===== config.mk =====
export PLATFORM = sky130hd
export DESIGN_NAME = wdp_top
export DESIGN_NICKNAME = d
export VERILOG_FILES = /design/src/shared/wdp_pkg.sv /design/src/shared/wdp_core_if.sv /design/src/wdp_core.sv /design/src/wdp_top.sv
export SDC_FILE = /design/constraint.sdc
export NUM_CORES = 1
export LEC_CHECK = 0
export BUFFER_PORTS_ARGS = -buffer_cell sky130_fd_sc_hd__buf_4
export CORE_MARGIN = 2
export CORE_UTILIZATION = 64
export CTS_BUF_LIST = sky130_fd_sc_hd__clkbuf_8
export DETAILED_ROUTE_END_ITERATION = 12
export PLACE_DENSITY = 0.95
export SKIP_CTS_REPAIR_TIMING = 1
export SLEW_MARGIN = 10
export SYNTH_ARGS = -nofsm -noshare
export SYNTH_HDL_FRONTEND = slang
export SYNTH_SLANG_ARGS = --single-unit

===== constraint.sdc =====
create_clock -name SYS_CLK_I -period 7.6 [get_ports SYS_CLK_I]
set_clock_uncertainty 0.15 [all_clocks]
set_input_delay 1.14 -clock SYS_CLK_I [delete_from_list [all_inputs] [get_ports SYS_CLK_I]]
set_output_delay 1.14 -clock SYS_CLK_I [all_outputs]
set_load 0.03 [all_outputs]

===== src/shared/wdp_pkg.sv =====
/*
  Constants shared by the watchdog unit: register addresses, field layout,
  restart sequence bytes, divider ratios and reset pulse length.
  Assumes nothing of its surroundings beyond an 8-bit special-function bus.
*/
package wdp_pkg;
    // Special-function addresses
    localparam logic [7:0] WDP_ADDR_RESTART = 8'ha6;
    localparam logic [7:0] WDP_ADDR_PERIOD  = 8'ha7;

    // Period register layout
    localparam int         WDP_TOSEL_W      = 3;
    localparam logic [2:0] WDP_TOSEL_RST    = 3'h0;
    localparam logic [4:0] WDP_PERIOD_RSVD  = 5'h00;

    // Two-byte restart sequence
    localparam logic [7:0] WDP_SEQ_FIRST    = 8'h1e;
    localparam logic [7:0] WDP_SEQ_SECOND   = 8'he1;

    // Structure of the count chain
    localparam int         WDP_PRESC_BITS   = 14;
    localparam int         WDP_COUNT_BITS   = 7;
    localparam int         WDP_PHASE_DIV    = 6;
    localparam int         WDP_CLK_HALF_DIV = 2;

    // Reset pulse, in oscillator periods
    localparam int         WDP_OSC_NS       = 10;
    localparam int         WDP_RST_PULSE_NS = 960;
    localparam int         WDP_RST_PULSE_CYC =
        (WDP_RST_PULSE_NS + WDP_OSC_NS - 1) / WDP_OSC_NS;

    // Restart sequence tracker states
    typedef enum logic [0:0] {
        WDP_SEQ_WAIT_FIRST,
        WDP_SEQ_WAIT_SECOND
    } wdp_seq_e;
endpackage


===== src/shared/wdp_core_if.sv =====
/*
  Link between the watchdog register/control logic and its count chain.
  Assumes both ends run on the same clock.
*/
`timescale 1ns/1ns
interface wdp_core_if;
    logic       enabled;    // Count chain may run
    logic       clear;      // Zero prescaler and counter
    logic       freeze;     // Hold every stage
    logic       half_rate;  // Watchdog clock is oscillator divided by two
    logic [2:0] tosel;      // Time-out select
    logic       overflow;   // One-cycle pulse at time-out

    modport ctrl (output enabled, output clear, output freeze, output half_rate,
                  output tosel, input overflow);
    modport core (input enabled, input clear, input freeze, input half_rate,
                  input tosel, output overflow);
endinterface


===== src/wdp_core.sv =====
/*
  Watchdog count chain: clock divider, phase divider, prescaler and the
  programmable counter with its time-out compare.
  Assumes the control end drives every input of the interface each cycle.
*/
`timescale 1ns/1ns
module wdp_core
    import wdp_pkg::*;
#(
    parameter int PRESC_BITS = WDP_PRESC_BITS,
    parameter int COUNT_BITS = WDP_COUNT_BITS,
    parameter int PHASE_DIV  = WDP_PHASE_DIV
) (
    input  wire logic  clk_i,
    input  wire logic  rst_i,
    wdp_core_if.core   bus
);
    logic                  half_q;
    logic [3:0]            phase_q;
    logic [PRESC_BITS-1:0] presc_q;
    logic [COUNT_BITS-1:0] count_q;
    logic                  run;
    logic                  wd_tick;
    logic                  phase_end;
    logic                  presc_end;

    // Mask of counter bits used by a time-out select value
    function automatic logic [COUNT_BITS-1:0] tosel_mask(input logic [2:0] sel);
        logic [COUNT_BITS:0] one_hot;
        one_hot = '0;
        one_hot[sel] = 1'b1;
        return COUNT_BITS'(one_hot - 1'b1);
    endfunction

    // Freeze gates everything, so a held count resumes exactly where it stopped
    assign run       = bus.enabled && !bus.freeze && !bus.clear;
    assign wd_tick   = run && (!bus.half_rate || half_q);
    assign phase_end = wd_tick && (phase_q == 4'(PHASE_DIV - 1));
    assign presc_end = phase_end && (&presc_q);

    // Oscillator halving stage for the watchdog clock
    always_ff @(posedge clk_i) begin
        if (rst_i || bus.clear) begin
            half_q <= 1'b0;
        end else if (run) begin
            half_q <= !half_q;
        end
    end

    // Phase divider ahead of the prescaler
    always_ff @(posedge clk_i) begin
        if (rst_i || bus.clear) begin
            phase_q <= '0;
        end else if (phase_end) begin
            phase_q <= '0;
        end else if (wd_tick) begin
            phase_q <= phase_q + 4'h1;
        end
    end

    // Prescaler
    always_ff @(posedge clk_i) begin
        if (rst_i || bus.clear) begin
            presc_q <= '0;
        end else if (phase_end) begin
            presc_q <= presc_q + 1'b1;
        end
    end

    // Programmable counter; wraps on time-out
    always_ff @(posedge clk_i) begin
        if (rst_i || bus.clear) begin
            count_q <= '0;
        end else if (presc_end) begin
            if (count_q == tosel_mask(bus.tosel)) begin
                count_q <= '0;
            end else begin
                count_q <= count_q + 1'b1;
            end
        end
    end

    assign bus.overflow = presc_end && (count_q == tosel_mask(bus.tosel));
endmodule // wdp_core


===== src/wdp_top.sv =====
/*
  Watchdog unit top: special-function register access, restart sequence
  tracking, power-mode handling and the reset pulse on time-out.
  Assumes the core drives the special-function bus and power-mode levels
  synchronously to SYS_CLK_I, which is the oscillator clock.
*/
`timescale 1ns/1ns
module wdp_top
    import wdp_pkg::*;
#(
    parameter int PRESC_BITS = WDP_PRESC_BITS,
    parameter int COUNT_BITS = WDP_COUNT_BITS,
    parameter int PULSE_CYC  = WDP_RST_PULSE_CYC
) (
    input  wire logic       SYS_CLK_I,
    input  wire logic       RESET_I,
    input  wire logic [7:0] SFR_ADDR_I,
    input  wire logic       SFR_WR_I,
    input  wire logic       SFR_RD_I,
    input  wire logic [7:0] SFR_WDATA_I,
    output logic      [7:0] SFR_RDATA_O,
    output logic            SFR_SEL_O,
    input  wire logic       IDLE_MODE_I,
    input  wire logic       POWER_DOWN_I,
    input  wire logic       WD_CLOCK_HALVING_I,
    input  wire logic       DOUBLE_SPEED_I,
    output logic            WD_ENABLED_O,
    output logic            WD_RESET_O
);
    // Register access: a write is taken on the rising edge that sees
    // SFR_WR_I high, and a read loads SFR_RDATA_O on the edge that sees
    // SFR_RD_I high; read data then stand until the next read. Strobes may
    // come back to back; writes to any other address change nothing, and reads there load zero.

    // Time-out: six watchdog-clock ticks make one prescaler step, a full
    // prescaler turn advances the counter, and the counter wraps at the
    // length picked by the time-out select. Power-down only holds the
    // chain; RESET_I, a completed restart pair or the reset pulse itself
    // are the only things that bring it back to zero.

    // Pulse counter sized from the pulse length, so a longer pulse cannot wrap
    localparam int PULSE_W = $clog2(PULSE_CYC + 1);

    // Address match, shared by the write, read and select decode
    function automatic logic sfr_hit(input logic [7:0] addr, input logic [7:0] target);
        return addr == target;
    endfunction

    // Link to the count chain
    wdp_core_if core_bus ();

    logic                 enabled_q;
    logic [2:0]           tosel_q;
    wdp_seq_e             seq_q;
    logic                 restart;
    logic                 wr_restart;
    logic                 wr_period;
    logic                 rd_period;
    logic [7:0]           rdata_q;
    logic                 pulse_q;
    logic [PULSE_W-1:0]   pulse_cnt_q;

    // Write decode; strobes to any other address leave the watchdog alone
    always_comb begin
        wr_restart = 1'b0;
        wr_period  = 1'b0;
        if (SFR_WR_I && sfr_hit(SFR_ADDR_I, WDP_ADDR_RESTART)) begin
            wr_restart = 1'b1;
        end else if (SFR_WR_I && sfr_hit(SFR_ADDR_I, WDP_ADDR_PERIOD)) begin
            wr_period = 1'b1;
        end
    end

    // Read decode; only the period register has anything to show
    always_comb begin
        rd_period = 1'b0;
        if (SFR_RD_I && sfr_hit(SFR_ADDR_I, WDP_ADDR_PERIOD)) begin
            rd_period = 1'b1;
        end
    end

    // Select is a plain address match so the core can steer its read mux early
    assign SFR_SEL_O = sfr_hit(SFR_ADDR_I, WDP_ADDR_RESTART)
                       || sfr_hit(SFR_ADDR_I, WDP_ADDR_PERIOD);

    // Restart sequence: 1Eh arms, E1h completes; any other byte disarms.
    // Tracking is kept apart from the enable so a stray byte from a runaway
    // program can neither start nor service the watchdog on its own.
    always_ff @(posedge SYS_CLK_I) begin
        if (RESET_I) begin
            seq_q <= WDP_SEQ_WAIT_FIRST;
        end else if (wr_restart) begin
            case (seq_q)
                WDP_SEQ_WAIT_FIRST: begin
                    if (SFR_WDATA_I == WDP_SEQ_FIRST) begin
                        seq_q <= WDP_SEQ_WAIT_SECOND;
                    end
                end
                WDP_SEQ_WAIT_SECOND: begin
                    // A repeated 1Eh simply starts a fresh sequence
                    if (SFR_WDATA_I == WDP_SEQ_FIRST) begin
                        seq_q <= WDP_SEQ_WAIT_SECOND;
                    end else begin
                        seq_q <= WDP_SEQ_WAIT_FIRST;
                    end
                end
                default: seq_q <= WDP_SEQ_WAIT_FIRST;
            endcase
        end
    end

    // A completed pair enables and clears the chain in the same edge; a
    // wrong byte only moves the tracker and never touches the count
    assign restart = wr_restart && (seq_q == WDP_SEQ_WAIT_SECOND)
                     && (SFR_WDATA_I == WDP_SEQ_SECOND);

    // Enable is sticky; only a chip reset drops it. A reset that ends
    // power-down takes the same path, so it also leaves the watchdog off
    // until software writes a fresh pair.
    always_ff @(posedge SYS_CLK_I) begin
        if (RESET_I) begin
            enabled_q <= 1'b0;
        end else if (restart) begin
            enabled_q <= 1'b1;
        end
    end

    // Time-out select; reserved bits are never stored, which costs nothing
    // and means they always read back as zero instead of stale values.
    // A new select takes effect at the next prescaler carry.
    always_ff @(posedge SYS_CLK_I) begin
        if (RESET_I) begin
            tosel_q <= WDP_TOSEL_RST;
        end else if (wr_period) begin
            tosel_q <= SFR_WDATA_I[WDP_TOSEL_W-1:0];
        end
    end

    // Read data; the restart register is write-only and reads zero, as do
    // addresses that do not belong to the watchdog
    always_ff @(posedge SYS_CLK_I) begin
        if (RESET_I) begin
            rdata_q <= 8'h00;
        end else if (SFR_RD_I) begin
            if (rd_period) begin
                rdata_q <= {WDP_PERIOD_RSVD, tosel_q};
            end else begin
                rdata_q <= 8'h00;
            end
        end
    end

    // Held until the next read, so a slow core may pick it up late
    assign SFR_RDATA_O = rdata_q;

    // Reset pulse level; the chain is held clear while it stands, so a
    // further time-out during the pulse can neither shorten nor stretch it
    always_ff @(posedge SYS_CLK_I) begin
        if (RESET_I) begin
            pulse_q <= 1'b0;
        end else if (core_bus.overflow) begin
            pulse_q <= 1'b1;
        end else if (pulse_q && pulse_cnt_q == '0) begin
            pulse_q <= 1'b0;
        end
    end

    // Pulse length counter, loaded at time-out and run down while high
    always_ff @(posedge SYS_CLK_I) begin
        if (RESET_I) begin
            pulse_cnt_q <= '0;
        end else if (core_bus.overflow) begin
            pulse_cnt_q <= PULSE_W'(PULSE_CYC - 1);
        end else if (pulse_q && pulse_cnt_q != '0) begin
            pulse_cnt_q <= pulse_cnt_q - 1'b1;
        end
    end

    // Both outputs come straight from flops, so neither can glitch
    assign WD_RESET_O   = pulse_q;
    assign WD_ENABLED_O = enabled_q;

    // Idle mode is deliberately not a gate: the chain keeps running there,
    // which is why software must keep servicing it while idle
    assign core_bus.enabled   = enabled_q && (IDLE_MODE_I || !IDLE_MODE_I);
    // Power-down freezes every stage; leaving it by an interrupt lets the
    // held count run on, leaving it by reset clears it through RESET_I
    assign core_bus.freeze    = POWER_DOWN_I;
    // A restart and the reset pulse both start the chain from zero
    assign core_bus.clear     = restart || pulse_q;
    // Halving wins over the speed mode; standard speed halves as well
    assign core_bus.half_rate = WD_CLOCK_HALVING_I || !DOUBLE_SPEED_I;
    assign core_bus.tosel     = tosel_q;

    // Count chain; shrinking PRESC_BITS shortens every time-out alike,
    // which keeps the ratios between select values intact
    wdp_core #(
        .PRESC_BITS (PRESC_BITS),
        .COUNT_BITS (COUNT_BITS),
        .PHASE_DIV  (WDP_PHASE_DIV)
    ) u_core (
        .clk_i (SYS_CLK_I),
        .rst_i (RESET_I),
        .bus   (core_bus.core)
    );
endmodule // wdp_top


### Yosys cells after proc, flatten, opt, wreduce, memory -nomap -nowiden

Cells that the tools add are included.

* memory bits (read-only): 0
* memories: 0
* input bits: 24
* bits in writable memories: 0
* flip-flop bits (word level): 47
* latch bits: 0
* output and inout port bits: 11
* word-level logic and storage cells: 68

* add/sub/neg operators: 5
* reductions and logical operators: 31
* $lt $le $gt $ge: 2
* multipliers: 0
* shift-type cells: 0
* div/mod/pow operators: 0
* bitwise operators: 0
* muxes and demuxes: 13
* equality and inequality tests: 6

Operators with widths (count)
* $eq 8x8->1 const B: 3
* $mux 7: 3
* $add 14x1->14 const B: 1
* $logic_and 1x1->1: 14
* $reduce_and 14->1: 1
* $sub 7x1->7 const B: 2
* $eq 8x5->1 const B: 1
* $mux 1: 8
* $add 7x1->7 const B: 1
* $eq 7x7->1: 1
* $logic_not 7->1: 1
* $reduce_bool 7->1: 1
* $logic_not 1->1: 5
* $logic_or 1x1->1: 5
* $add 4x1->4 const B: 1
* $eq 4x3->1 const B: 1
* $lt 3x4->1 const B: 1
* $reduce_bool 2->1: 2
* $reduce_or 2->1: 2
* $demux 1 s3: 1
* $ge 3x1->1 const B: 1
* $mux 3: 1

### Depth between registers and ports, before layout

Gate-level depths: netlist of run 1.

* word-level depth: 13
* gate-level depth with buffers: 10
* mapped depth without buffers: 8

### Hierarchy

From an unflattened synthesis of run 1, not the netlist that was laid out.

* cells, all modules: 293
* area total of the unflattened synthesis: 2472.4 um^2

Modules (own cells, without submodules)
* wdp_core: times used 1, sequential area each 520.5 um^2, cells each 187, area an instance 1552.7 um^2
* wdp_top: times used 1, sequential area each 320.3 um^2, cells each 106, area an instance 919.6 um^2

### Least setup slack after synthesis of run 1

Ideal clock, no wire load.

* kind: input port to output port
* from: in SFR_ADDR_I[6]
* to: out SFR_SEL_O
* stages: 2
* setup slack: 4.440 ns
* data required time: 6.310 ns
* buffers on the path: 0
* data arrival time: 1.870 ns
* cells stage by stage: nand4bb_1 -> nor2_1

* cells in the longest elaborated chain, start to end: 2
* elaborated cells between the ends (all ways): 3
* those cells by class: 2 x eq/ne; 1 x reduce/logical

RTL lines
* from (decl): line wdp_top.sv:17 `input wire logic [7:0] SFR_ADDR_I,`
* $eq 8x8->1: line wdp_top.sv:46 `return addr == target;`
* $logic_or 1x1->1 (*): line wdp_top.sv:84 `|| sfr_hit(SFR_ADDR_I, WDP_ADDR_PERIOD);`
* to (decl): line wdp_top.sv:22 `output logic SFR_SEL_O,`

Every way passes the cells marked *; elsewhere a longest branch is shown, timed or not.

### Worst setup path in the final report of run 1

Same ends and word-level chain as after synthesis.

==> results.txt, run 1 <==
run status - finished, final reports clean
Hold Path Class - reg2reg
total iterations of the first detailed-routing run - 4
gr ovfl total - 0
clk slew on worst S/H paths - 0.08 ns
Hold Path Depth - 2
WL/cell - 14.7 um
final net count - 324
Hold Path Sink - u_core.presc_q[8]$_SDFFE_PP0P_
Place WS - 4.18 ns
Clk Latency, worst-skew pair - 0.30 ns
# clock sinks - 42
die width - 65.2 um
worst IR drop on VDD - 0.111 mV
H-tree depth - 2
std cell rows - 22
clock share of power - 0.431
crit path kind - in2out
Ant. Diodes - 0
Int Power - 334 uW
layout cell share with drive strength beyond 1 - 0.174
area leader, netlist - dfxtp_1
final-report setup violation count - 0
arrival time of the worst setup path - 1.90 ns
CORE AREA - 3630 um2
top_reg_cell synth - dfxtp_1
Post-route DRC - 0
Placer Congestion - 0.845
Reg2Reg Depth - 7
CTS Buf Count - 5
largest net degree at the start of global routing - 27
Setup crit end kind - output pin
vias - 2139
Max Slew Vio Count - 0
sequential element share of the synthesized area - 0.350
post-detailed-route count of antenna-violating nets - 0
Startpoint Class - input pin
GR Util All Layers - 0.259
TNS Setup - 0 ns
final WL - 5030 um
Final min period - 3.19 ns
CTS Root Cell - clkbuf_8
ys async rst share - 0
hold path start - u_core.presc_q[8]$_SDFFE_PP0P_
Peak Freq - 0.313 GHz
vias in the first global route - 1891
cell count after synthesis - 272
I/O pin count - 35
Slew headroom - 0.369
#FFs+latches synth - 42
max_cap viols - 0
final hold violations - 0
final worst slack - 4.41 ns
RR Endpoint - u_core.count_q[0]$_SDFFE_PP0P_
fin crit share - 0.420
Max FO, Critical Path - 3
r2r startpoint - core_bus.tosel[0]$_SDFFE_PP0P_
synth top area cells - dfxtp_1 35%, a21oi_1 5.4%, xnor2_1 5.1%
IO buf count - 28
Synth Warn # - 0
Switching Share - 0.208
combinational power share - 0.047
Fillers - 247
Worst Path Required - 6.31 ns
LEAKAGE - 0.000973 uW
first-pass GRT wire length - 8660 um
Unique masters post-synth - 58
share of power burned in registers - 0.522
Max clock buf depth - 2
Starting Density - 0.660
PD cells - 157 nW/um2
Die Height - 65.2 um
number of flops mapped to enable cells by yosys - 0
Net Sw Power - 87.5 uW
Yosys top cell area share - 0.350
P&R area growth vs syn - 12.1%
syn avg cell area - 8.82 um2
Syn Std Cell Area - 2400 um2
First DRT Iteration DRCs - 163
Via density - 6.27
area of the die - 4260 um2
post-DP HPWL - 3470 um
RSZ-0062 raised after global routing - no
Reg2Reg Setup Slack - 4.67 ns
TritonCTS clock tree - done
measured slew at the worst slew-check pin - 0.946 ns
total power - 422 uW
initial antenna violation count - 0
sequential cells by signal, indices dropped and copies added (netlist names):
| signal | flops |
|---|---|
| SFR_RDATA_O | 3 |
| WD_ENABLED_O | 1 |
| WD_RESET_O | 1 |
| core_bus.tosel | 3 |
| pulse_cnt_q | 7 |
| seq_q | 1 |
| u_core.count_q | 7 |
| u_core.half_q | 1 |
| u_core.phase_q | 4 |
| u_core.presc_q | 14 |
routing by layer:
layer  vias to the layer above  track usage  share of wire
li1                       1034            -              -
met3                         7       0.0497          0.055
met1                      1027        0.331           0.44
met2                        71        0.431           0.50
met4                         0        0.102         0.0094
met5                         -            0              0
layout by cell type, fill, tap and decap left out, drive strengths merged, types with 2 or more instances in the layout:
master,count
conb,5
buf,28
or3,11
a21oi,26
a2111oi,2
nand3,9
nor2,22
xor2,2
nor2b,5
nand2b,3
dfxtp,42
or4,7
o31ai,4
nor3,4
and3,2
inv,8
clkbuf,6
xnor2,14
nand3b,4
and3b,2
nor4,4
ha,7
o21ai,13
nand4,5
o211ai,3
a211oi,7
and2,4
nand4b,2
mux2i,7
a211o,2
and4,4
nand2,13
synthesized netlist by cell type (7+ instances only):
library cell / instances
o21ai_0: 12
inv_1: 8
nand2_1: 13
nor2_1: 22
ha_1: 7
dfxtp_1: 42
or4_1: 7
mux2i_1: 7
a21oi_1: 26
nand3_1: 9
buf_4: 7
xnor2_1: 14
or3_1: 10
worst max-delay path, stage by stage:
cell and delay [ns]:
buf_4 0.10, nand4bb_1 0.25, nor2_1 0.21, buf_4 0.19
layout make-up:
| cell class | count | area [um2] | share of cell area |
|---|---|---|---|
| clock buffer | 6 | 82.6 | 0.0307 |
| clock inverter | 1 | 30.0 | 0.0112 |
| inverter | 8 | 30.0 | 0.0112 |
| multi-input combinational | 208 | 1440 | 0.534 |
| sequential | 42 | 841 | 0.312 |
| tap | 48 | 60.1 | 0.0223 |
| timing repair buffer | 28 | 210 | 0.0781 |
kinds of logic after synthesis:
| kind of cell | after synthesis | synth area share |
|---|---|---|
| xor+xnor | 16 | 0.0584 |
| flops | 42 | 0.350 |
| other cells | 1 | 0.00156 |
| buf+inv | 26 | 0.0568 |
| fa+ha+maj | 7 | 0.0365 |
| simple gates | 107 | 0.275 |
| compound gates | 66 | 0.192 |
| mux | 7 | 0.0292 |
worst max-delay path by stage:
stage,startpoint,to,slack [ns],cells past startpoint
floorplan,SFR_ADDR_I[6],SFR_SEL_O,4.44,2
global route,SFR_ADDR_I[6],u_core.presc_q[0]$_SDFFE_PP0P_,4.32,5
detailed placement,SFR_ADDR_I[6],u_core.count_q[0]$_SDFFE_PP0P_,4.18,5
global placement,SFR_ADDR_I[6],u_core.count_q[0]$_SDFFE_PP0P_,4.20,5
CTS,SFR_ADDR_I[6],SFR_SEL_O,4.42,4
finish,SFR_ADDR_I[6],SFR_SEL_O,4.41,4
through the flow:
stage	instances	utilization	cell area [um2]	hold WS [ns]
3_5_place_dp	334	0.710	2580	0.322
3_3_place_gp	334	0.710	2580	0.310
4_1_cts	341	0.741	2690	0.334
5_1_grt	341	0.741	2690	0.368
6_report	341	0.741	2690	0.332
2_1_floorplan	276	-	2410	0.297
power by group through the flow:
stage          sequential, uW  clock, uW  combinational [uW]
2_1_floorplan             225          0                11.5
3_3_place_gp              225          0                19.4
3_5_place_dp              225          0                19.7
4_1_cts                   220        183                19.7
5_1_grt                   220        193                21.3
6_report                  220        182                19.8
Note: power is estimated with default switching activity, not from simulation.
==> inputs of run 2 (changes only) <==
--- a/config.mk
+++ b/config.mk
@@ -7,10 +7,10 @@
 export LEC_CHECK = 0
 export BUFFER_PORTS_ARGS = -buffer_cell sky130_fd_sc_hd__buf_4
 export CORE_MARGIN = 2
-export CORE_UTILIZATION = 64
+export CORE_UTILIZATION = 59
 export CTS_BUF_LIST = sky130_fd_sc_hd__clkbuf_8
 export DETAILED_ROUTE_END_ITERATION = 12
-export PLACE_DENSITY = 0.95
+export PLACE_DENSITY = 0.91
 export SKIP_CTS_REPAIR_TIMING = 1
 export SLEW_MARGIN = 10
 export SYNTH_ARGS = -nofsm -noshare
==> constraint.sdc (replaced) <==
create_clock -name SYS_CLK_I -period 3.22 [get_ports SYS_CLK_I]
set_clock_uncertainty 0.15 [all_clocks]
set_input_delay 0.483 -clock SYS_CLK_I [delete_from_list [all_inputs] [get_ports SYS_CLK_I]]
set_output_delay 0.483 -clock SYS_CLK_I [all_outputs]
set_load 0.03 [all_outputs]
==> run 2 against run 1 <==
  * First-iteration DRC count is 29% lower
  * Via count is 2.4% lower
  * Setup slack worse by 4.0 ns
  * Core utilization is 5.8 points lower
  * Sequential cell count stayed put
  * Critical endpoint is now u_core.count_q[1]$_SDFFE_PP0P_
==> results.txt, run 2 (synthesis gave the netlist of run 1 again) <==
Starting Density - 0.609 (-0.0518)
fin crit share - 0.886
largest net degree at the start of global routing - 20 (-26%)
H-tree depth - 2 (unchanged)
arrival time of the worst setup path - 2.88 ns (+0.98 ns)
vias in the first global route - 1861 (-1.6%)
post-DP HPWL - 3570 um (+2.9%)
P&R area growth vs syn - 12.1% (unchanged)
clk slew on worst S/H paths - 0.08 ns (about the same)
grt met2 use - 0.393 (-0.0377)
CTS Buf Count - 5 (unchanged)
GR Layer Usage met1 - 0.305 (-0.0263)
TNS Setup - 0 ns (unchanged)
measured slew at the worst slew-check pin - 0.738 ns (-0.208 ns)
final WL - 5100 um (+1.4%)
LEAKAGE - 0.000979 uW (+0.61%)
die width - 67.8 um (+3.9%)
Max clock buf depth - 2 (unchanged)
placed cell areas - 2600 um2 (+0.68%)
Ant. Diodes - 0 (unchanged)
area of the die - 4590 um2 (+7.9%)
Slew headroom - 0.505 (+0.136)
final instance area - 2690 um2 (unchanged)
gr ovfl total - 0 (unchanged)
first-pass GRT wire length - 8280 um (-4.4%)
met3 usage - 0.0583 (+0.00868)
CORE AREA - 3940 um2 (+8.5%)
vias - 2087 (-2.4%)
final worst slack - 0.368 ns (-4.04 ns)
RSZ-0062 raised after global routing - no
PD cells - 345 nW/um2 (+120%)
Clk Latency, worst-skew pair - 0.30 ns (about the same)
Max Slew Vio Count - 0 (unchanged)
Die Height - 67.8 um (+3.9%)
IO buf count - 28 (unchanged)
# clock sinks - 42 (unchanged)
Peak Freq - 0.351 GHz
initial antenna violation count - 0 (unchanged)
post-detailed-route count of antenna-violating nets - 0 (unchanged)
final hold violations - 0 (unchanged)
layout cell share with drive strength beyond 1 - 0.179 (+0.00499)
commonest non-fill, non-tap cell in the layout - dfxtp_1
I/O pin count - 35 (unchanged)
Startpoint Class - flop
Final min period - 2.85 ns
Place WS - 0.389 ns (-3.79 ns)
max reg flops - 14 (unchanged)
CTS Root Cell - clkbuf_8
TritonCTS clock tree - done
final net count - 326 (+0.62%)
Post-route DRC - 0 (unchanged)
First DRT Iteration DRCs - 116 (-29%)
WL/cell - 14.7 um (about the same)
Max FO, Critical Path - 11 (+8)
worst IR drop on VDD - 0.327 mV (+200%)
Placer Congestion - 0.834 (-1.4%)
Setup crit end kind - flop
total iterations of the first detailed-routing run - 4 (unchanged)
GR Util All Layers - 0.241 (-0.0176)
Largest Register - u_core.presc_q
biggest registers after layout - u_core.presc_q (14), pulse_cnt_q (7), u_core.count_q (7)
Via density - 6.03 (-3.8%)
final-report setup violation count - 0 (unchanged)
Worst Path Required - 3.25 ns (-3.06 ns)
most frequent cells in the layout - 42 x dfxtp_1, 30 x buf_4, 26 x a21oi_1, 22 x nor2_1, 14 x xnor2_1
std cell rows - 23 (+4.5%)
Hold Path Class - in2reg
run status - finished, final reports clean
fin util - 0.683 (-0.0581)
grt peak-use layer - met2
crit path kind - reg2reg
max_cap viols - 0 (unchanged)
## run 2: changes by cell type in the layout (fill, tap and decap cells not counted)
cell / change
buf_4: +2
inv_6: +1
inv_1: +1
bufinv_16: -1
## run 2: layout make-up
class / count / area, um2
multi-input combinational: 208 / 1440
clock buffer: 6 / 82.6
sequential: 42 / 841
tap: 50 / 62.6
inverter: 8 / 30.0
fill: 285 / 1250
clock inverter: 2 / 12.5
timing repair buffer: 30 / 225
## run 2: worst max-delay path: stages (launching register included)
cell	delay [ns]
dfxtp_1	0.43
or3_1	0.39
ha_1	0.28
xnor2_1	0.18
or4_1	0.49
a311oi_2	0.27
and4_1	0.45
nor3_1	0.09
## run 2: routing by layer
metal / vias to the layer above / part of all wire
li1: 1043 / -
met1: 986 / 0.45
met2: 52 / 0.50
met3: 6 / 0.043
met4: 0 / 0.011
met5: - / 0
## run 2: through the flow
stage / cells / power, uW / hold slack, ns
after floorplan: 276 / 558 / 0.297
after global placement: 338 / 578 / 0.312
after detailed placement: 338 / 579 / 0.321
after CTS: 346 / 936 / 0.281
after global routing: 346 / 961 / 0.285
final: 346 / 929 / 0.291
## run 2: path summary, 6_finish.rpt
path	cells after the start	start	slack [ns]	endpoint
worst max register to register	7	core_bus.tosel[1]$_SDFFE_PP0P_	0.37	u_core.count_q[1]$_SDFFE_PP0P_
worst max-delay path	7	core_bus.tosel[1]$_SDFFE_PP0P_	0.37	u_core.count_q[1]$_SDFFE_PP0P_
worst min-delay path	3	SFR_WDATA_I[0]	0.29	core_bus.tosel[0]$_SDFFE_PP0P_
worst min register to register	2	u_core.presc_q[8]$_SDFFE_PP0P_	0.34	u_core.presc_q[8]$_SDFFE_PP0P_
## run 2: where the power goes
part	switching [uW]	total, uW	internal [uW]	leakage [uW]
sequential	0.147	519	519	0.000338
clock	188	362	174	0.0000530
combinational	26.0	48.2	22.3	0.000588
==> inputs of run 3 (changes only) <==
--- a/config.mk
+++ b/config.mk
@@ -6,7 +6,6 @@
 export NUM_CORES = 1
 export LEC_CHECK = 0
 export BUFFER_PORTS_ARGS = -buffer_cell sky130_fd_sc_hd__buf_4
-export CORE_MARGIN = 2
 export CORE_UTILIZATION = 59
 export CTS_BUF_LIST = sky130_fd_sc_hd__clkbuf_8
 export DETAILED_ROUTE_END_ITERATION = 12
==> run 3 against run 2 <==
  * Non-clock buffer count up 1
  * Core utilization up 3.2 points
  * Global-route usage increased by 0.46 points
  * Critical path type unchanged
==> results.txt, run 3 (synthesis gave the netlist of run 1 again) <==
run status - finished, final reports clean
Slew headroom - 0.449 (-0.0560)
Placer Congestion - 0.792 (-5.0%)
Setup crit end kind - flop
gr ovfl total - 0 (unchanged)
RSZ-0062 raised after global routing - no
measured slew at the worst slew-check pin - 0.818 ns (+0.0798 ns)
GR Util All Layers - 0.246 (+0.00461)
Post-route DRC - 0 (unchanged)
final hold violations - 0 (unchanged)
post-detailed-route count of antenna-violating nets - 0 (unchanged)
die width - 65.8 um (-3.0%)
Final min period - 2.87 ns (+0.0150 ns)
crit path max-delay cell type - or4_1
Starting Density - 0.636 (+0.0277)
I/O pin count - 35 (unchanged)
Largest Register - u_core.presc_q
largest net degree at the start of global routing - 20 (unchanged)
first-pass GRT wire length - 8200 um (-1.0%)
# clock sinks - 42 (unchanged)
TNS Setup - 0 ns (unchanged)
Max clock buf depth - 2 (unchanged)
Cell Chain, Critical Path - or3_1 > ha_1 > xnor2_1 > or4_1 > a311oi_2 > and4_1 > nor3_1
Int Power - 714 uW (-0.14%)
vias in the first global route - 1813 (-2.6%)
fin crit share - 0.890 (+0.00465)
crit path kind - reg2reg
WL/cell - 14.5 um (-1.6%)
clk slew on worst S/H paths - 0.08 ns (about the same)
Clk Latency, worst-skew pair - 0.30 ns (about the same)
Peak Freq - 0.349 GHz (-0.52%)
max_cap viols - 0 (unchanged)
total power - 925 uW (-0.40%)
CTS Root Cell - clkbuf_8
final-report setup violation count - 0 (unchanged)
max reg flops - 14 (unchanged)
initial antenna violation count - 0 (unchanged)
Hold Path Class - in2reg
Reg2Reg Setup Slack - 0.35 ns (about the same)
CP startpoint - core_bus.tosel[0]$_SDFFE_PP0P_
Die Height - 65.8 um (-3.0%)
Max Slew Vio Count - 0 (unchanged)
r2r startpoint - core_bus.tosel[0]$_SDFFE_PP0P_
Via density - 6.12 (+1.5%)
commonest non-fill, non-tap cell in the layout - dfxtp_1
layout cell share with drive strength beyond 1 - 0.185 (+0.00613)
clock share of power - 0.386 (-0.003)
worst IR drop on VDD - 0.273 mV (-17%)
Switching Share - 0.228 (-0.00203)
TritonCTS clock tree - done
total iterations of the first detailed-routing run - 4 (unchanged)
P&R area growth vs syn - 12.4%
hold path start - SFR_WDATA_I[2]
delay of the slowest critical-path stage - 0.50 ns (about the same)
First DRT Iteration DRCs - 117 (+0.86%)
IO buf count - 28 (unchanged)
combinational power share - 0.053 (about the same)
std cell rows - 22 (-4.3%)
arrival time of the worst setup path - 2.89 ns (about the same)
area of the die - 4330 um2 (-5.8%)
most frequent cells in the layout - 42 x dfxtp_1, 31 x buf_4, 26 x a21oi_1, 22 x nor2_1, 14 x xnor2_1
LEAKAGE - 0.000978 uW (-0.10%)
final net count - 327 (+0.31%)
final WL - 5000 um (-1.8%)
biggest registers after layout - u_core.presc_q (14), pulse_cnt_q (7), u_core.count_q (7)
share of power burned in registers - 0.561 (+0.002)
Startpoint Class - flop
post-DP HPWL - 3590 um (+0.57%)
Ant. Diodes - 0 (unchanged)
PD cells - 343 nW/um2 (-0.58%)
CTS Buf Count - 5 (unchanged)
Max FO, Critical Path - 10 (-1)
Net Sw Power - 211 uW (-1.3%)
vias - 2112 (+1.2%)
CORE AREA - 3770 um2 (-4.3%)
H-tree depth - 2 (unchanged)
Worst Path Required - 3.25 ns (about the same)
## run 3: cell types whose count changed in the layout (fill, tap and decap cells not counted), sizes merged
cell	before	now
inv	10	8
clkinv	0	1
buf	30	31
clkinvlp	0	1
## run 3: metrics by stage
stage	area, um2	utilization	setup WS [ns]	instances	hold WS [ns]
after floorplan	2410	-	0.552	276	0.297
after global placement	2600	0.690	0.443	337	0.307
after detailed placement	2600	0.690	0.386	337	0.320
after CTS	2700	0.715	0.365	345	0.286
after global routing	2700	0.715	0.219	345	0.293
final	2700	0.715	0.353	345	0.286
## run 3: cell type report
| type | count | area (um2) |
|---|---|---|
| well taps | 48 | 60.1 |
| repair buffers | 31 | 233 |
| multi-input cells | 208 | 1440 |
| flip-flops and latches | 42 | 841 |
| inverters | 8 | 30.0 |
| clock inverters | 2 | 12.5 |
| fillers | 261 | 1070 |
| clock buffers | 6 | 82.6 |
## run 3: layer usage
layer,vias up,wire length (um),GRT usage
met5,-,0,0
met4,0,78,0.0978
met3,13,154,0.0466
met2,52,2420,0.406
met1,1013,2350,0.313
li1,1034,-,-
## run 3: power by group through the flow
stage	sequential (uW)	combinational, uW	clock, uW
5_1_grt	519	52.4	385
4_1_cts	519	49.1	358
3_5_place_dp	531	48.8	0
2_1_floorplan	531	27.2	0
3_3_place_gp	531	47.5	0
6_report	519	49.3	357
## run 3: worst max-delay path, delay by kind of cell, from the launching register on
kind	cells	cell delay, ns
AOI/OAI and AO/OA	1	0.26
xor gates and xnor gates	1	0.19
adders and majority gates	1	0.28
DFF	1	0.42
and+or+nand+nor	4	1.45
## run 3: path summary, 6_finish.rpt
check / end / depth (start not counted)
setup / recovery: u_core.count_q[1]$_SDFFE_PP0P_ / 7
hold / removal: core_bus.tosel[2]$_SDFFE_PP0P_ / 3
setup reg to reg: u_core.count_q[1]$_SDFFE_PP0P_ / 7
hold reg to reg: u_core.presc_q[8]$_SDFFE_PP0P_ / 2
